==> src/hw/contact_io_pkg.sv <==
// Constants and carrier types for the contact input/output control block
package contact_io_pkg;
   // Debounce time and derived cycle count at 100 MHz
   localparam int unsigned CLK_PERIOD_NS   = 10;
   localparam int unsigned DEBOUNCE_TIME_US = 20;
   localparam int unsigned DEBOUNCE_CYCLES  = (DEBOUNCE_TIME_US * 1000 + CLK_PERIOD_NS - 1)
                                              / CLK_PERIOD_NS;
   localparam int unsigned DB_CNT_W         = 11;
   localparam logic [10:0] DB_CNT_LAST      = 11'(DEBOUNCE_CYCLES - 1);
   // Contact input positions
   localparam int unsigned NUM_DI           = 8;
   localparam int unsigned DI_SEL0          = 0;
   localparam int unsigned DI_RUN           = 4;
   localparam int unsigned DI_STOP          = 5;
   localparam int unsigned DI_PVSRC         = 6;
   localparam int unsigned DI_OFFSET        = 7;
   // Pattern numbering
   localparam logic [4:0]  PATTERN_OFFSET   = 5'h10;
   localparam logic [4:0]  PATTERN_RESET    = 5'h01;
   // Parameter codes
   localparam logic [1:0]  SWITCH_CONTACT   = 2'h2;
   localparam logic [2:0]  RET_LOOP_POWER   = 3'h4;
   localparam logic [2:0]  RET_SRC_PV       = 3'h1;
   localparam logic [2:0]  RET_SRC_SP       = 3'h2;
   localparam logic [2:0]  RET_SRC_OUT      = 3'h3;
   localparam int unsigned NUM_PID_GROUPS   = 8;
   localparam int unsigned DATA_W           = 16;
   localparam logic [15:0] DATA_RESET       = 16'h0000;

   typedef enum logic [1:0] {OUT_CURRENT, OUT_PULSE, OUT_RELAY, OUT_RSVD} out_type_t;

   // Contact outputs in descending order
   typedef struct packed {
      logic [3:0] time_event;
      logic       alarm;
      logic       pv_event2;
      logic       pv_event1;
   } contact_out_t;

   // Analog values offered for routing
   typedef struct packed {
      logic [15:0] pv;
      logic [15:0] setpoint;
      logic [15:0] control;
   } analog_src_t;
endpackage : contact_io_pkg

==> src/hw/contact_io_mode_control.sv <==
// Contact input decode, run/stop control and contact/analog output routing
// Notes on behaviour
// [RULE1] Four select contacts form binary pattern number
// [RULE2] Pattern changes accepted only in reset mode
// [RULE3] Offset contact adds sixteen to pattern
// [RULE4] Run contact rising edge starts program
// [RULE5] Stop contact rising edge halts program
// [RULE6] Halted output equals preset output value
// [RULE7] Preset output overrides manual output when halted
// [RULE8] Source contact switches PV only in method 2
// [RULE9] Contact off selects input 1, on input 2
// [RULE10] Eight parameter groups, active one is used
// [RULE11] PV events drive first two contact outputs
// [RULE12] Alarm one drives third contact output
// [RULE13] Time events drive outputs four to seven
// [RULE14] Control output type current, pulse or relay
// [RULE15] First retransmission source chosen by type
// [RULE16] Second retransmission only with relay output
// [RULE17] Loop power excludes retransmission on terminal
// [RULE18] Type code 4 enables loop power
// [RULE19] Contacts debounced before single edge events
`timescale 1ns/100ps
`default_nettype none
module contact_io_mode_control
(
   // Clock and reset
   input  wire  logic                        REF_CLK,
   input  wire  logic                        RESETN,
   // Contact inputs: select bits 0..3, run, stop, PV source, offset
   input  wire  logic [7:0]                  CONTACT_IN,
   // Configuration
   input  wire  logic [1:0]                  SWITCH_METHOD_SELECT,
   input  wire  logic [1:0]                  CONTROL_OUTPUT_TYPE,
   input  wire  logic [2:0]                  AUX_ANALOG_OUT_A_TYPE,
   input  wire  logic [2:0]                  AUX_ANALOG_OUT_B_TYPE,
   input  wire  logic [15:0]                 PRESET_OUTPUT_VALUE,
   input  wire  logic [2:0]                  PID_GROUP_SEL,
   input  wire  logic [15:0]                 PID_GROUP_PARAM [8],
   // Process values and events
   input  wire  logic [15:0]                 PV_INPUT1,
   input  wire  logic [15:0]                 PV_INPUT2,
   input  wire  logic                        PV_AUTO_SEL2,
   input  wire  contact_io_pkg::analog_src_t ANALOG_SRC,
   input  wire  logic                        MANUAL_MODE,
   input  wire  logic [15:0]                 MANUAL_OUTPUT_VALUE,
   input  wire  logic                        KEY_STOP,
   input  wire  logic                        PV_EVENT1,
   input  wire  logic                        PV_EVENT2,
   input  wire  logic                        ALARM1,
   input  wire  logic [3:0]                  TIME_EVENT,
   // Status and outputs
   output logic [4:0]                        PATTERN_NUMBER,
   output logic                              RUNNING,
   output logic                              START_PULSE,
   output logic                              STOP_PULSE,
   output logic [15:0]                       PV_SELECTED,
   output logic [15:0]                       ACTIVE_PID_PARAM,
   output logic [15:0]                       CONTROL_OUTPUT_TERMINAL,
   output logic                              CONTROL_IS_ANALOG,
   output logic                              CONTROL_IS_PULSE,
   output logic                              CONTROL_IS_RELAY,
   output logic [15:0]                       RETRANS_TERMINAL,
   output logic                              RETRANS_B_ON_CONTROL,
   output logic                              LOOP_POWER_EN,
   output contact_io_pkg::contact_out_t      CONTACT_OUT
);

   ////////////////////////////////////////////////////////////////////////////
   // Synchronise and debounce each contact
   logic [7:0] sync1_ff;
   logic [7:0] sync2_ff;
   logic [7:0] stable_ff;
   logic [7:0] stable_d_ff;
   logic [7:0] rise;

   always_ff @(posedge REF_CLK)
   begin
      if (!RESETN)
      begin
         sync1_ff <= 8'h00;
         sync2_ff <= 8'h00;
      end
      else
      begin
         sync1_ff <= CONTACT_IN;
         sync2_ff <= sync1_ff;
      end
   end

   genvar gi;
   generate
      for (gi = 0; gi < contact_io_pkg::NUM_DI; gi++)
      begin : g_db
         logic [10:0] cnt_ff;
         wire         differs = (sync2_ff[gi] != stable_ff[gi]);
         wire         settled = differs && (cnt_ff == contact_io_pkg::DB_CNT_LAST);
         // Level must hold a full window before it is believed
         always_ff @(posedge REF_CLK)
         begin
            if (!RESETN)
            begin
               cnt_ff        <= 11'h000;
               stable_ff[gi] <= 1'b0;
            end
            else
            begin
               cnt_ff        <= (differs && !settled) ? cnt_ff + 11'h001 : 11'h000; // [RULE19]
               stable_ff[gi] <= settled ? sync2_ff[gi] : stable_ff[gi];
            end
         end
      end
   endgenerate

   always_ff @(posedge REF_CLK)
   begin
      if (!RESETN)
         stable_d_ff <= 8'h00;
      else
         stable_d_ff <= stable_ff;
   end

   assign rise = stable_ff & ~stable_d_ff; // [RULE19]

   ////////////////////////////////////////////////////////////////////////////
   // Run/stop mode and pattern selection
   typedef enum logic {ST_RESET, ST_RUN} mode_t;
   mode_t      mode_ff;
   mode_t      nxt_mode;
   logic [4:0] pattern_ff;
   wire        start_ev = rise[contact_io_pkg::DI_RUN];
   wire        stop_ev  = rise[contact_io_pkg::DI_STOP] | KEY_STOP;
   wire  [4:0] decoded  = {1'b0, stable_ff[contact_io_pkg::DI_SEL0 +: 4]}; // [RULE1]
   wire  [4:0] nxt_pattern = stable_ff[contact_io_pkg::DI_OFFSET] ?
                             decoded + contact_io_pkg::PATTERN_OFFSET : decoded; // [RULE3]
   wire        in_reset = (mode_ff == ST_RESET);

   // Stop wins when both edges land together, the safe choice
   always_comb
   begin
      nxt_mode = mode_ff;
      unique case (mode_ff)
         ST_RESET: if (start_ev && !stop_ev) nxt_mode = ST_RUN; // [RULE4]
         ST_RUN:   if (stop_ev) nxt_mode = ST_RESET;            // [RULE5]
      endcase
   end

   always_ff @(posedge REF_CLK)
   begin
      if (!RESETN)
      begin
         mode_ff    <= ST_RESET;
         pattern_ff <= contact_io_pkg::PATTERN_RESET;
      end
      else
      begin
         mode_ff <= nxt_mode;
         // All-off select leaves the previous pattern in place
         if (in_reset && decoded != 5'h00)
            pattern_ff <= nxt_pattern; // [RULE2]
      end
   end

   assign PATTERN_NUMBER = pattern_ff;
   assign RUNNING        = (mode_ff == ST_RUN);
   assign START_PULSE    = in_reset && nxt_mode == ST_RUN;
   assign STOP_PULSE     = !in_reset && nxt_mode == ST_RESET;

   ////////////////////////////////////////////////////////////////////////////
   // PV source and parameter group
   wire pv_contact_mode = (SWITCH_METHOD_SELECT == contact_io_pkg::SWITCH_CONTACT); // [RULE8]
   wire pv_use2 = pv_contact_mode ? stable_ff[contact_io_pkg::DI_PVSRC] : PV_AUTO_SEL2; // [RULE9]
   wire [15:0] pv_next = pv_use2 ? PV_INPUT2 : PV_INPUT1;

   ////////////////////////////////////////////////////////////////////////////
   // Control and retransmission outputs
   contact_io_pkg::out_type_t otype;
   assign otype = contact_io_pkg::out_type_t'(CONTROL_OUTPUT_TYPE);
   wire [15:0] ctl_next = !RUNNING ? PRESET_OUTPUT_VALUE :            // [RULE6] [RULE7]
                          MANUAL_MODE ? MANUAL_OUTPUT_VALUE : ANALOG_SRC.control;
   wire loop_a  = (AUX_ANALOG_OUT_A_TYPE == contact_io_pkg::RET_LOOP_POWER);
   wire loop_b  = (AUX_ANALOG_OUT_B_TYPE == contact_io_pkg::RET_LOOP_POWER);
   wire loop_on = loop_a | loop_b; // [RULE18]
   wire ret_b_ok = (otype == contact_io_pkg::OUT_RELAY) && !loop_on &&
                   AUX_ANALOG_OUT_B_TYPE != 3'h0; // [RULE16]
   wire [15:0] ret_a_val =
      (AUX_ANALOG_OUT_A_TYPE == contact_io_pkg::RET_SRC_PV)  ? pv_next :
      (AUX_ANALOG_OUT_A_TYPE == contact_io_pkg::RET_SRC_SP)  ? ANALOG_SRC.setpoint :
      (AUX_ANALOG_OUT_A_TYPE == contact_io_pkg::RET_SRC_OUT) ? ctl_next :
      contact_io_pkg::DATA_RESET; // [RULE15]
   // Loop supply owns the terminal, so retransmission is silenced
   wire [15:0] ret_next = loop_on ? contact_io_pkg::DATA_RESET : ret_a_val; // [RULE17]
   wire [15:0] ret_b_val =
      (AUX_ANALOG_OUT_B_TYPE == contact_io_pkg::RET_SRC_PV) ? pv_next :
      (AUX_ANALOG_OUT_B_TYPE == contact_io_pkg::RET_SRC_SP) ? ANALOG_SRC.setpoint : ctl_next;
   wire [15:0] term_next = ret_b_ok ? ret_b_val : ctl_next;

   contact_io_pkg::contact_out_t cout_next;
   assign cout_next.pv_event1  = PV_EVENT1;  // [RULE11]
   assign cout_next.pv_event2  = PV_EVENT2;  // [RULE11]
   assign cout_next.alarm      = ALARM1;     // [RULE12]
   assign cout_next.time_event = TIME_EVENT; // [RULE13]

   logic [15:0]                  pv_ff;
   logic [15:0]                  pid_ff;
   logic [15:0]                  term_ff;
   logic [15:0]                  ret_ff;
   contact_io_pkg::contact_out_t cout_ff;

   always_ff @(posedge REF_CLK)
   begin
      if (!RESETN)
      begin
         pv_ff   <= contact_io_pkg::DATA_RESET;
         pid_ff  <= contact_io_pkg::DATA_RESET;
         term_ff <= contact_io_pkg::DATA_RESET;
         ret_ff  <= contact_io_pkg::DATA_RESET;
         cout_ff <= '0;
      end
      else
      begin
         pv_ff   <= pv_next;
         pid_ff  <= PID_GROUP_PARAM[PID_GROUP_SEL]; // [RULE10]
         term_ff <= term_next;
         ret_ff  <= ret_next;
         cout_ff <= cout_next;
      end
   end

   assign PV_SELECTED             = pv_ff;
   assign ACTIVE_PID_PARAM        = pid_ff;
   assign CONTROL_OUTPUT_TERMINAL = term_ff;
   assign RETRANS_TERMINAL        = ret_ff;
   assign CONTACT_OUT             = cout_ff;
   assign CONTROL_IS_ANALOG       = (otype == contact_io_pkg::OUT_CURRENT); // [RULE14]
   assign CONTROL_IS_PULSE        = (otype == contact_io_pkg::OUT_PULSE);   // [RULE14]
   assign CONTROL_IS_RELAY        = (otype == contact_io_pkg::OUT_RELAY);   // [RULE14]
   assign RETRANS_B_ON_CONTROL    = ret_b_ok;
   assign LOOP_POWER_EN           = loop_on;
endmodule : contact_io_mode_control
`default_nettype wire

==> config.mk <==
export PLATFORM = sky130hd
export DESIGN_NAME = contact_io_mode_control
export DESIGN_NICKNAME = d
export VERILOG_FILES = /design/src/hw/contact_io_pkg.sv /design/src/hw/contact_io_mode_control.sv
export SDC_FILE = /design/constraint.sdc
export NUM_CORES = 1
export LEC_CHECK = 0
export BUFFER_PORTS_ARGS = -buffer_cell sky130_fd_sc_hd__buf_4
export CAP_MARGIN = 20
export CORE_ASPECT_RATIO = 1.1
export CORE_MARGIN = 8
export CORE_UTILIZATION = 50
export CTS_CLUSTER_DIAMETER = 60
export CTS_CLUSTER_SIZE = 25
export DETAILED_ROUTE_END_ITERATION = 8
export PLACE_DENSITY_LB_ADDON = 0.15
export SYNTH_ARGS = -nofsm -noshare
export SYNTH_HDL_FRONTEND = slang
export SYNTH_SLANG_ARGS = --single-unit
export TNS_END_PERCENT = 1
==> constraint.sdc <==
create_clock -name REF_CLK -period 5.5 [get_ports REF_CLK]
set_clock_uncertainty 0.15 [all_clocks]
set_input_delay 1.375 -clock REF_CLK [delete_from_list [all_inputs] [get_ports REF_CLK]]
set_output_delay 1.375 -clock REF_CLK [all_outputs]
set_load 0.01 [all_outputs]
# --- Word-level counts from Yosys, hierarchy flattened ---
# Index checks and enable logic that the tools add are counted.
classes:
  n_addsub: 9
  magnitude_cmp: 1
  n_eq_ne: 26
  muxes: 17
  n_bitwise: 8
  reduce_logical: 44
ops:
  columns: ["operator", "count"]
  rows:
  - ["$mux W16", 11]
  - ["$add A11 B1 Y11 const B", 8]
  - ["$eq A11 B11 Y1 const B", 8]
  - ["$bmux W16 S3", 1]
  - ["$logic_and A1 B1 Y1", 22]
  - ["$reduce_and A2 Y1", 8]
  - ["$logic_not A1 Y1", 10]
  - ["$eq A3 B2 Y1 const B", 3]
  - ["$ne A1 B1 Y1", 8]
  - ["$and A6 B6 Y6", 1]
  - ["$eq A3 B1 Y1 const B", 2]
  - ["$eq A3 B3 Y1 const B", 2]
  - ["$not A6 Y6", 1]
  - ["$add A4 B5 Y5 const B", 1]
  - ["$mux W5", 1]
  - ["$reduce_bool A5 Y1", 1]
  - ["$eq A2 B2 Y1 const B", 2]
  - ["$ge A4 B4 Y1 const B", 1]
  - ["$not A3 Y4", 1]
  - ["$mux W1", 3]
  - ["$not A1 Y1", 3]
  - ["$reduce_bool A3 Y1", 1]
  - ["$eq A2 B1 Y1 const B", 1]
  - ["$logic_not A2 Y1", 1]
  - ["other kinds (3)", 4]
totals:
  reg_bits: 195
  inputBits: 273
  output_inout_bits: 84
  elab_cells: 134

# --- Logic depth before layout (Yosys ltp) ---
# Gate-level depths: netlist of run 1.
logic_depth:
  ltp_word: 9
  mapped_depth: 7

# --- Worst setup path before layout of run 1 ---
# OpenSTA, ideal clock, no wires.
synth_timing:
  kind: "input to output"
  start: "in AUX_ANALOG_OUT_A_TYPE[1]"
  end: "out RETRANS_B_ON_CONTROL"
  t_arrival_ns: 2.446
  required_time_ns: 3.975
  path_slack_ns: 1.529
  stages: 5
  n_path_buf: 3
  path_cell_list: "buf_2 > or3b_1 > buf_2 > buf_2 > and3_1"
synth_via:
  elab_chain_cells: 5
synth_lines:
  columns: ["item", "line_no", "text"]
  rows:
  - ["start, declared", "contact_io_mode_control.sv:34", "input wire logic [2:0] AUX_ANALOG_OUT_A_TYPE,"]
  - ["$eq A3 B3 Y1", "contact_io_mode_control.sv:180", "wire loop_a = (AUX_ANALOG_OUT_A_TYPE == contact_io_pkg::RET_LOOP_POWER);"]
  - ["$or A1 B1 Y1", "contact_io_mode_control.sv:182", "wire loop_on = loop_a | loop_b;"]
  - ["$logic_not A1 Y1", "contact_io_mode_control.sv:183", "wire ret_b_ok = (otype == contact_io_pkg::OUT_RELAY) && !loop_on &&"]
  - ["$logic_and A1 B1 Y1 (2 in series)", "contact_io_mode_control.sv:183", null]
  - ["end, declared", "contact_io_mode_control.sv:63", "output logic RETRANS_B_ON_CONTROL,"]
# Every way passes these cells.

# --- Worst setup path after layout of run 1 ---
layout_timing:
  start: "in AUX_ANALOG_OUT_A_TYPE[0]"
  end: "out RETRANS_B_ON_CONTROL"
# The elaborated chain is that of the path after synthesis.

==> results.txt, run 1 <==
- The flow ran to the end, and the final reports show no timing, DRC or antenna violations.
- Number of warning messages in the yosys log: 0
- For the worst setup path, the data required time is roughly 4.0 ns.
- In this run, the number of DRC markers left after iteration 0 of detailed routing was 668.
- Clock-pin slew was measured on the worst setup and hold paths at about 0.07 ns.
- The routed layout has between 8000 and 9000 vias.
* Timing-limited maximum frequency: ~230 MHz
- Weighted congestion reported at the end of routability-driven placement: roughly 0.96
* Quantity of hold-fixing buffers added after cts: 0
* Avg Inst Size Synth: around 9 um^2
- WL/cell: just under 20 um
* Initial cell density of the core: around 51%
* # IOs: between 300 and 400
- Setup violations remaining at the end of the flow were counted as 0.
- The endpoint identified for the worst register-to-register timing path is RETRANS_TERMINAL[5].
* Reg-to-reg slack, setup: about 3.1 ns
- Post-synthesis register bit count: between 150 and 200
- Category of the worst setup path capture point: output pin
* Clock tree from TritonCTS: built
- After synthesis, the share of flip-flops with an asynchronous set or reset is 0%.
- The tree built by TritonCTS fans out to around 190 sinks.
* Sequential share of power: a little under half
- RSZ-0062 raised after global routing: false
- First-pass iteration count of the detailed router: 5
- The layout has 1497 filler cells.
* Port-buffer cells: 340
- In this run the most critical hold path is launched from sync1_ff[4].
- The count of nets left with antenna violations once routing finished came out at 0.
- Summed over all nets, the half-perimeter wirelength after detailed placement is around 24 mm.
- Number of antenna violations at the first check in global routing: 5
- After the last flow step, the layout net total stands at 1577.
* Signed area change from the synthesized netlist to the final layout: 35.47%
* Internal power consumption: roughly 2.3 mW
- PwrDens: roughly 250 nW/um^2
- The floorplan step defined a core boundary enclosing around 18000 um^2.
- The commonest cells after synthesis are sky130_fd_sc_hd__dfxtp_1 (191), sky130_fd_sc_hd__nor2_1 (190), sky130_fd_sc_hd__a21oi_1 (60), sky130_fd_sc_hd__xnor2_1 (53), sky130_fd_sc_hd__mux2i_1 (49).
- Final cycle utilization of the critical path: 78.50%
- Die area: 22750 um^2
* Post-Place Setup Slack: 1.236 ns
- The later pin in the worst-skew pair is clocked with a latency of 0.44 ns.
* Post-synthesis cell count: 991
* End point of the most critical hold path: sync2_ff[4]
- By instance count, the leading cell after synthesis is sky130_fd_sc_hd__dfxtp_1.
- Cts repair resizes: 0
* Share of the yosys chip area belonging to registers: between 40% and 50%
- For this run, design rule violations remaining after detail routing come to 0.
* Arrival @ worst endpoint: approximately 2.8 ns
- Largest net degree at the start of global routing: 66
* Leakage power figure: between 5 and 6 nW
* Tightest slew margin relative to the limit: between 30% and 40%
- For the pin with the worst max-slew slack, the measured transition is approximately 0.94 ns.
- Synthesis produced a netlist with a net count of roughly 1300.
* Max-capacitance violation count: 0
- Count of unique library cells instantiated by Yosys: 50
- Fin. max-slew vios: 0
* Launch point of the worst reg-to-reg path: stable_ff[6]
* Global Route Usage Sum: 26.07%
- Die width: approximately 140 um
* Number of synthesized flops with an enable pin: 0
* Number of hold-slack violations in the final timing report: 0
- Dividing the detail-routed via count by the number of cells gives between 5 and 6.
- The worst hold path belongs to the class reg2reg.
- After layout, the minimum clock period comes to 4.318 ns.
* Site Rows: between 50 and 60
- Fraction of final layout cells with drive strength greater than 1: 32.01%
* Yosys top cell area share: 42.08%
- Post-detailed-routing wire length: 30.28 mm
- In the synthesized netlist the dominant register cell turns out to be sky130_fd_sc_hd__dfxtp_1.
- Vias in the first global route: roughly 8600
- Synth Cell Area: roughly 9000 um^2
* Cell count of the worst reg-to-reg path: 4
- The clock passes through at most 2 buffers.
* Setup bufs post-CTS: 0
- In this run the power spent charging and discharging nets is just under 0.8 mW.
- The H-tree was split into 4 levels.
- Largest area contributor in the netlist: sky130_fd_sc_hd__dfxtp_1
- In the post-synthesis netlist, the biggest area contributors are sky130_fd_sc_hd__dfxtp_1 (42%), sky130_fd_sc_hd__mux4_2 (7.9%), sky130_fd_sc_hd__nor2_1 (7.8%), sky130_fd_sc_hd__mux2i_1 (5.4%), sky130_fd_sc_hd__xnor2_1 (5.1%).
* Final TNS setup: 0 ns
- The clock network burns 38.8% of the power.
- Critical path peak fanout: 21
- Switching power share of the total: about 26%
- Summed over all layers, the global routing overflow is 0.
* Part of the power in combinational logic: 14.8%
* Cell at the root of the clock tree: sky130_fd_sc_hd__clkbuf_16
- Summing all multi-input logic gate instances after layout gives ~4900 um^2.
- Die Y-Extent: 157.4 um
- CP Class: in2out
- Buffers inserted during clock tree synthesis total 17.
* Worst setup SP type: input pin
- Wire length of the first global-routing pass: roughly 46 mm
- Summing all flip-flop and latch instances after layout gives 3825 um^2.
- Counting instances, the worst hold path has a depth of 1.
- Once routing completed, OpenROAD measured the worst setup slack at roughly 1.2 ns.
* Worst vdd ir: between 0.2 and 0.3 mV
[kinds of logic (layout without fill, tap and decap cells)]
kind of cell / after synthesis / count (layout) / synth area share, %
AO/OA/AOI/OAI: 137 / 137 / 10.08
XOR/XNOR: 79 / 79 / 7.614
adder cells (fa/ha/maj): 8 / 8 / 1.102
buffers and inverters: 83 / 401 / 3.841
flip-flops: 191 / 191 / 42.08
multiplexers: 81 / 81 / 13.33
other: 0 / 4 / 0
AND/OR/NAND/NOR: 412 / 412 / 21.96
[worst max-delay path by stage]
| stage | slack, ns | depth (start not counted) | endpoint | from |
|---|---|---|---|---|
| after floorplan | 1.53 | 5 | RETRANS_B_ON_CONTROL | AUX_ANALOG_OUT_A_TYPE[1] |
| after global placement | 1.25 | 4 | RETRANS_B_ON_CONTROL | AUX_ANALOG_OUT_A_TYPE[0] |
| after detailed placement | 1.24 | 4 | RETRANS_B_ON_CONTROL | AUX_ANALOG_OUT_A_TYPE[0] |
| after CTS | 1.24 | 4 | RETRANS_B_ON_CONTROL | AUX_ANALOG_OUT_A_TYPE[0] |
| after global routing | 1.15 | 4 | RETRANS_B_ON_CONTROL | AUX_ANALOG_OUT_A_TYPE[0] |
| final | 1.18 | 4 | RETRANS_B_ON_CONTROL | AUX_ANALOG_OUT_A_TYPE[0] |
[power groups by stage]
| stage | Sequential, mW | Combinational, mW | Clock, mW |
|---|---|---|---|
| 2_1_floorplan | 1.49 | 0.185 | 0 |
| 3_3_place_gp | 1.47 | 0.451 | 0 |
| 3_5_place_dp | 1.47 | 0.459 | 0 |
| 4_1_cts | 1.44 | 0.460 | 1.23 |
| 5_1_grt | 1.45 | 0.493 | 1.28 |
| 6_report | 1.44 | 0.462 | 1.21 |
[per-layer routing]
| layer | vias to the layer above | GRT usage [%] | wire (um) |
|---|---|---|---|
| met5 | - | 0 | 13 |
| met4 | 2 | 10.96 | 944 |
| met3 | 57 | 7.695 | 2440 |
| met2 | 365 | 46.34 | 15880 |
| met1 | 3973 | 28.20 | 11000 |
| li1 | 4118 | - | - |
[sequential cells by signal (all words and copies together) (netlist names), 2 cells and up]
name,flops
decoded,4
CONTROL_OUTPUT_TERMINAL,16
stable_ff,4
CONTACT_OUT,7
g_db.cnt_ff,88
sync1_ff,8
PATTERN_NUMBER,5
RETRANS_TERMINAL,16
PV_SELECTED,16
ACTIVE_PID_PARAM,16
stable_d_ff,2
sync2_ff,8
[final cells by class]
class,count,share of cell area [%]
tap,238,2.419
sequential,191,31.07
clock buffer,17,3.456
multi-input combinational,717,39.96
inverter,24,0.7318
antenna,4,0.08131
timing repair buffer,345,21.07
clock inverter,15,1.209
[worst max-delay path: stages]
cell and delay (ns):
sky130_fd_sc_hd__buf_4 0.19, sky130_fd_sc_hd__or3b_1 0.74, sky130_fd_sc_hd__and3_1 0.34, sky130_fd_sc_hd__buf_4 0.14
[cell usage in the layout (no fill, tap or decap), types with 10 or more instances in the layout]
master,count
sky130_fd_sc_hd__buf_4,344
sky130_fd_sc_hd__nor3_1,40
sky130_fd_sc_hd__a22oi_1,10
sky130_fd_sc_hd__clkbuf_16,17
sky130_fd_sc_hd__nand2_1,31
sky130_fd_sc_hd__and2_1,26
sky130_fd_sc_hd__o2111ai_1,10
sky130_fd_sc_hd__xor2_1,26
sky130_fd_sc_hd__mux4_2,32
sky130_fd_sc_hd__dfxtp_1,190
sky130_fd_sc_hd__nor2b_1,19
sky130_fd_sc_hd__mux2i_1,49
sky130_fd_sc_hd__nand3_1,29
sky130_fd_sc_hd__inv_1,23
sky130_fd_sc_hd__a2111oi_0,14
sky130_fd_sc_hd__o21ai_0,10
sky130_fd_sc_hd__nand2b_1,10
sky130_fd_sc_hd__a21oi_1,60
sky130_fd_sc_hd__a211oi_1,25
sky130_fd_sc_hd__nand4_1,27
sky130_fd_sc_hd__xnor2_1,53
sky130_fd_sc_hd__nor2_1,190
[metrics by stage]
stage	instance area, um^2	utilization (%)	instances	hold WS (ns)	power, mW
5_1_grt	12310	69.40	1551	0.3035	3.223
6_report	12310	69.40	1551	0.2858	3.113
2_1_floorplan	9087	-	991	0.2619	1.674
3_5_place_dp	11720	66.04	1514	0.2727	1.932
3_3_place_gp	11720	66.04	1514	0.2670	1.924
4_1_cts	12290	69.28	1546	0.2908	3.132
Note: power is estimated with default switching activity, not from simulation.
==> run 2, diff against run 1 <==
- CORE_UTILIZATION: 50 -> 44
- clock period: 5.5 -> 3.78 ns (I/O delays scaled with it)
==> results.txt, run 2 (same netlist as run 1, synthesis figures left out) <==
- Vias in the first global route: 8626 (was 8569)
* CP bufs+invs: 2 (unchanged)
- The areal power density over the cells is 374.1 nW/um^2 (was 252.9 nW/um^2).
- Final cycle utilization of the critical path: between 80% and 90%
* Timing-limited maximum frequency: roughly 320 MHz
* Cell count of the worst reg-to-reg path: 4 (unchanged)
* CTS max path bufs: 2 (unchanged)
- Critical path, cell by cell: buf_4 > or3b_1 > and3_1 > buf_4 (unchanged)
- The cell area after placement was 11770 um^2 (was 11720 um^2).
- The CTS tree was built (unchanged).
- The number of flip-flops under the largest register name is 88 (unchanged).
- The number of primary I/O pins was 357 (unchanged).
- Hpwl dp: 24.39 mm (was 23.87 mm)
* Pin slew with the least headroom to its limit: 0.8642 ns (was 0.9384 ns)
* Clock sink count: 191 (unchanged)
- Clock-pin slew of the registers on the worst-case setup and hold paths: 0.07 ns (about the same)
* Signed area change from the synthesized netlist to the final layout: 36.21% (was 35.47%)
- Launch point of the worst reg-to-reg path: stable_ff[6] (unchanged)
* Largest net degree at the start of global routing: 53 (was 66)
* Final TNS setup: 0 ns (unchanged)
* Global Route Usage Sum: 23.48% (was 26.07%)
- The number of standard-cell rows in the floorplan is 55 (was 51).
- The number of pins exceeding their max-slew limit in the final report is 0 (unchanged).
* Die width: 153.0 um (was 144.5 um)
* Max-capacitance violation count: 0 (unchanged)
- The most repeated library cell on the critical path is sky130_fd_sc_hd__buf_4 (unchanged).
- Subtracting the final worst setup slack from the clock period gives a little over 3 ns.
- The H-tree level count is 4 (unchanged).
- Pwr Total: 4.631 mW (was 3.113 mW)
* Worst EP required: 2.68 ns (was 3.97 ns)
* Sequential cell area: 3825 um^2 (unchanged)
* Largest Register: g_db.cnt_ff (unchanged)
- Number of logic stages on the critical path including buffering: 4 (unchanged)
- The worst hold-check path type was reg2reg (unchanged).
* Category of the worst setup path capture point: output pin (unchanged)
- Clock network latency to the later pin of the worst-skew pair: 0.42 ns (was 0.44 ns)
* Fill cell count: 1852 (was 1497)
* Leakage power figure: 5.149 nW (was 5.114 nW)
- Arrival @ worst endpoint: 2.00 ns (was 2.79 ns)
- Reg-to-reg slack, setup: 1.54 ns (was 3.06 ns)
* Wire length of the first global-routing pass: 46.86 mm (was 45.85 mm)
* RSZ-0062 raised after global routing: false (unchanged)
- Crit path capture: RETRANS_B_ON_CONTROL (unchanged)
- The multi-input combinational cell area was 4920 um^2 (unchanged).
- Remaining design rule violation count: 0 (unchanged)
- The fraction of layout cells with a size suffix above 1 came to 32.01% (about the same).
- Area of the core: 20440 um^2 (was 17740 um^2)
- Die area: 25510 um^2 (was 22750 um^2)
* Post-detailed-routing wire length: 30.78 mm (was 30.28 mm)
- Setup bufs post-CTS: 0 (unchanged)
- Summed area of non-filler cells in the final layout: 12380 um^2 (was 12310 um^2)
* Remaining global-route overflow: 0 (unchanged)
- The number of nets still failing antenna checks after routing is 0 (unchanged).
- WL/cell: 19.61 um (was 19.52 um)
* Outcome: complete, no violations (unchanged)
* Number of antenna violations at the first check in global routing: 2 (was 5)
* Via-per-instance ratio: 5.362 (was 5.490)
* CP Class: in2out (unchanged)
* Finish-stage setup viols: 0 (unchanged)
* Leading cell type in the layout, fill and taps excluded: sky130_fd_sc_hd__buf_4 (unchanged)
- The cell with the biggest individual delay on the critical path was sky130_fd_sc_hd__or3b_1 (unchanged).
- Critical path peak fanout: 19 (was 21)
- Port-buffer cells: 340 (unchanged)
- Crit path from: AUX_ANALOG_OUT_A_TYPE[0] (unchanged)
- Number of hold-slack violations in the final timing report: 0 (unchanged)
- Maximum cell stage delay along the critical path: 0.50 ns (was 0.74 ns)
- Tightest slew margin relative to the limit: 42.21% (was 37.31%)
- End of the worst register-to-register path: RETRANS_TERMINAL[2] (was RETRANS_TERMINAL[5])
- Iteration-0 DRC Markers: 583 (was 668)
- CTS Buf Count: 17 (unchanged)
* Worst vdd ir: 0.2912 mV (was 0.2671 mV)
* Overall via count from detail_route: 8419 (was 8515)
- Die Y-Extent: 166.7 um (was 157.4 um)
- The number of cells upsized or downsized after cts came to 0 (unchanged).
* Largest delay contributor family on the critical path: simple AND/OR/NAND/NOR gates (unchanged)
* Worst setup SP type: input pin (unchanged)
- Weighted congestion reported at the end of routability-driven placement: 0.8991 (was 0.9562)
- Commonest non-fill, non-tap cells in the layout: sky130_fd_sc_hd__buf_4 (348), sky130_fd_sc_hd__dfxtp_1 (190), sky130_fd_sc_hd__nor2_1 (190) (was sky130_fd_sc_hd__buf_4 (344), sky130_fd_sc_hd__dfxtp_1 (190), sky130_fd_sc_hd__nor2_1 (190)).
* First-pass iteration count of the detailed router: 5 (unchanged)
* Quantity of hold-fixing buffers added after cts: 0 (unchanged)
* Cell at the root of the clock tree: sky130_fd_sc_hd__clkbuf_16 (unchanged)
- Initial cell density of the core: 44.46% (was 51.23%)
- Number of nets in the layout: 1580 (was 1577)
## run 2: cell types whose count changed in the layout (fill, tap and decap cells not counted), sizes merged, moves of 2 or more
cell | previous run | this run
clkbuf | 17 | 19
clkinvlp | 2 | 0
bufinv | 1 | 3
diode | 4 | 2
buf | 345 | 348
## run 2: layer usage
metal	share of wire (%)	routed length [um]	vias up	track usage, %
li1	-	-	4109	-
met1	39	11960	3933	26.32
met2	51	15620	331	41.75
met3	7.3	2256	46	6.446
met4	3.1	953	0	8.699
met5	0	0	-	0
## run 2: cell type report
class,instances,share of cell area (%)
well taps,256,2.588
diodes,2,0.04043
repair buffers,348,21.11
inverters,24,0.7278
clock inverters,13,1.395
multi-input cells,717,39.75
clock buffers,19,3.497
flip-flops and latches,191,30.90
## run 2: how the worst min path moves through the flow
stage	slack, ns	end	cells after the start	from
2_1_floorplan	0.26	sync2_ff[0]	1	sync1_ff[0]
3_3_place_gp	0.27	sync2_ff[4]	1	sync1_ff[4]
3_5_place_dp	0.27	sync2_ff[7]	1	sync1_ff[7]
4_1_cts	0.29	sync2_ff[4]	1	sync1_ff[4]
5_1_grt	0.30	sync2_ff[2]	1	sync1_ff[2]
6_report	0.28	sync2_ff[4]	1	sync1_ff[4]
## run 2: power breakdown
group	leakage [nW]	internal, mW	switching [mW]	total [mW]
clock	0.299	1.06	0.800	1.86
sequential	1.56	2.08	0.0235	2.10
combinational	3.29	0.369	0.305	0.674
total	5.15	3.50	1.13	4.63
## run 2: through the flow
step / hold WS (ns) / util (%) / worst slack (ns) / std cells
after floorplan: 0.2619 / - / 0.6690 / 991
after global placement: 0.2711 / 57.58 / 0.7099 / 1536
after detailed placement: 0.2733 / 57.58 / 0.6897 / 1536
after CTS: 0.2852 / 60.54 / 0.6910 / 1568
after global routing: 0.2988 / 60.56 / 0.6441 / 1570
final: 0.2781 / 60.56 / 0.6826 / 1570
==> run 3, diff against run 2 <==
- CORE_UTILIZATION: 44 -> 49
- clock period: 3.78 -> 2.87 ns (I/O delays scaled with it)
==> results.txt, run 3 (same netlist as run 1, synthesis figures left out) <==
* Outcome: complete, no violations (unchanged)
- The routability congestion estimate from global placement was 0.9108 (was 0.8991).
* Pwr Total: 5.992 mW (was 4.631 mW)
- The normalized max-slew margin was 64.51% (was 42.21%).
- The maximum number of pins on one net before global-route repair came to 48 (was 53).
- The clock-pin transition on the worst setup and hold timing paths was 0.07 ns (about the same).
- Flip-flop count of the largest register after layout: 88 (unchanged)
- Sequential share of power: 46.1% (was 45.3%)
- Max-capacitance violation count: 0 (unchanged)
- Timing-limited maximum frequency: about 370 MHz
- The clock latency of the later-clocked register in the worst-skew pair came to 0.43 ns (was 0.42 ns).
- The setup-violating endpoint count in the final report came to 0 (unchanged).
* WL/cell: 19.31 um (was 19.61 um)
- Critical path, cell by cell: buf_4 > or3b_1 > and3_1 > buf_4 (unchanged).
- Internal power consumption: 4.450 mW (was 3.503 mW)
* H-tree depth: 4 (unchanged)
- The cell with the biggest individual delay on the critical path was sky130_fd_sc_hd__or3b_1 (unchanged).
* Initial cell density of the core: 49.71% (was 44.46%)
- Via-per-instance ratio: 5.414 (was 5.362)
- The type of destination of the critical path was an output pin (unchanged).
- Wire length of the first global-routing pass: 46.91 mm (was 46.86 mm)
* PwrDens: 480.6 nW/um^2 (was 374.1 nW/um^2)
- The post-CTS setup repair buffer count came to 0 (unchanged).
- The slew of the pin with the lowest slew margin is 0.5175 ns (was 0.8642 ns).
* Fin. max-slew vios: 0 (unchanged)
- The switching part of the total power was 25.73% (was 24.35%).
* Proportion of power drawn by the clock network: 38.9% (was 40.1%)
* CP bufs+invs: 2 (unchanged)
- Die area: 23160 um^2 (was 25510 um^2)
* Clock tree from TritonCTS: built (unchanged)
* Commonest non-fill, non-tap cells in the layout: sky130_fd_sc_hd__buf_4 (363), sky130_fd_sc_hd__dfxtp_1 (190), sky130_fd_sc_hd__nor2_1 (190) (was sky130_fd_sc_hd__buf_4 (348), sky130_fd_sc_hd__dfxtp_1 (190), sky130_fd_sc_hd__nor2_1 (190))
* Critical path peak fanout: 10 (was 19)
- Iteration-0 DRC Markers: 535 (was 583)
* Largest delay contributor family on the critical path: simple AND/OR/NAND/NOR gates (unchanged)
- Worst vdd ir: 0.3828 mV (was 0.2912 mV)
- The startpoint-to-endpoint class of the critical path was in2out (unchanged).
* Worst EP required: 2.00 ns (was 2.68 ns)
* Number of antenna violations at the first check in global routing: 8 (was 2)
* Remaining global-route overflow: 0 (unchanged)
- Site Rows: 52 (was 55)
* Switch Pwr: 1.542 mW (was 1.128 mW)
- Signed area change from the synthesized netlist to the final layout: 37.19% (was 36.21%)
- The horizontal die dimension came to 145.8 um (was 153.0 um).
- Path class of the lowest-slack min-delay path: reg2reg (unchanged)
- Post-Place Cells: 1538 (was 1536)
- Arrival @ worst endpoint: 1.82 ns (was 2.00 ns)
- The clock period could shrink to 2.687 ns.
- Vias in the first global route: 8552 (was 8626)
- The number of primary I/O pins came to 357 (unchanged).
- Final cycle utilization of the critical path: 93.62%
- Final Instance Count excl. Fillers: 1577 (was 1570)
- Cell at the root of the clock tree: sky130_fd_sc_hd__clkbuf_16 (unchanged)
* Remaining design rule violation count: 0 (unchanged)
* Number of nets in the layout: 1595 (was 1580)
- The most repeated library cell on the critical path is sky130_fd_sc_hd__buf_4 (unchanged).
- The number of cells upsized or downsized after cts is 0 (unchanged).
* Fraction of final layout cells with drive strength greater than 1: 32.93% (was 32.01%)
* Area of the core: 18280 um^2 (was 20440 um^2)
* Part of the power in combinational logic: 15.0% (was 14.5%)
- Leading cell type in the layout, fill and taps excluded: sky130_fd_sc_hd__buf_4 (unchanged)
- The clock sink count is 191 (unchanged).
* CTS max path bufs: 2 (unchanged)
- The number of vias in the routed layout is 8538 (was 8419).
* Largest Register: g_db.cnt_ff (unchanged)
* CTS Buf Count: 17 (unchanged)
- Worst setup SP type: input pin (unchanged)
- Hpwl dp: 24.12 mm (was 24.39 mm)
- The delay of the slowest cell on the worst path is 0.57 ns (was 0.50 ns).
* Leakage power figure: 5.208 nW (was 5.149 nW)
- Post-detailed-routing wire length: 30.45 mm (was 30.78 mm)
* Port-buffer cells: 340 (unchanged)
- Quantity of hold-fixing buffers added after cts: 0 (unchanged)
- Final TNS setup: 0 ns (unchanged)
* RSZ-0062 raised after global routing: false (unchanged)
- Number of hold-slack violations in the final timing report: 0 (unchanged)
- Die Y-Extent: 158.8 um (was 166.7 um)
* Global Route Usage Sum: 25.64% (was 23.48%)
- The number of nets still failing antenna checks after routing is 0 (unchanged).
- The total iterations of the first detailed-routing run came to 5 (unchanged).
[run 3: cell types whose count changed in the layout (fill, tap and decap cells not counted), sizes merged]
cell,change
buf,+15
inv,-1
clkinv,+2
bufinv,-3
clkbuf,+1
diode,+5
clkinvlp,+1
[run 3: final timing paths]
path                            slack [ns]  cells after the start                     start                    to
worst min register to register        0.28                      1               sync1_ff[5]           sync2_ff[5]
worst max register to register        0.77                      5         g_db[1].cnt_ff[0]     g_db[1].cnt_ff[3]
worst max-delay path                  0.18                      4  AUX_ANALOG_OUT_A_TYPE[0]  RETRANS_B_ON_CONTROL
worst min-delay path                  0.28                      1               sync1_ff[5]           sync2_ff[5]
[run 3: worst reg2reg max path, cell delays in order, from the launching register on]
cell                      delay (ns)
sky130_fd_sc_hd__dfxtp_1        0.38
sky130_fd_sc_hd__ha_1           0.20
sky130_fd_sc_hd__nand3_1        0.18
sky130_fd_sc_hd__or4_1          0.57
sky130_fd_sc_hd__nand3_1        0.39
sky130_fd_sc_hd__nor2_1         0.10
[run 3: power by group through the flow]
stage | Combinational (mW) | Clock (mW) | Sequential, mW
CTS | 0.902 | 2.36 | 2.76
global placement | 0.886 | 0 | 2.82
global route | 0.967 | 2.48 | 2.77
finish | 0.901 | 2.33 | 2.76
floorplan | 0.355 | 0 | 2.85
detailed placement | 0.899 | 0 | 2.82
[run 3: cell type report]
type / count / area [um^2]
multi-input cells: 717 / 4920
repair buffers: 363 / 2725
clock buffers: 20 / 466.7
well taps: 243 / 304.0
flip-flops and latches: 191 / 3825
clock inverters: 12 / 118.9
fillers: 1557 / 5816
diodes: 7 / 17.52
inverters: 24 / 90.09
[run 3: per-stage QoR]
step / util [%] / hold slack, ns / instance area [um^2] / setup WS (ns)
floorplan: - / 0.2619 / 9087 / 0.2140
global placement: 64.89 / 0.2646 / 11860 / 0.2001
detailed placement: 64.89 / 0.2684 / 11860 / 0.2009
CTS: 68.09 / 0.2856 / 12450 / 0.1919
global route: 68.19 / 0.3016 / 12470 / 0.1436
finish: 68.19 / 0.2821 / 12470 / 0.1831
[run 3: layer usage]
metal / track usage (%) / share of wire [%] / wire (um)
met5: 0 / 0.030 / 9
met4: 10.61 / 2.8 / 848
met1: 29.07 / 38 / 11520
met3: 7.561 / 8.5 / 2589
met2: 44.20 / 51 / 15470
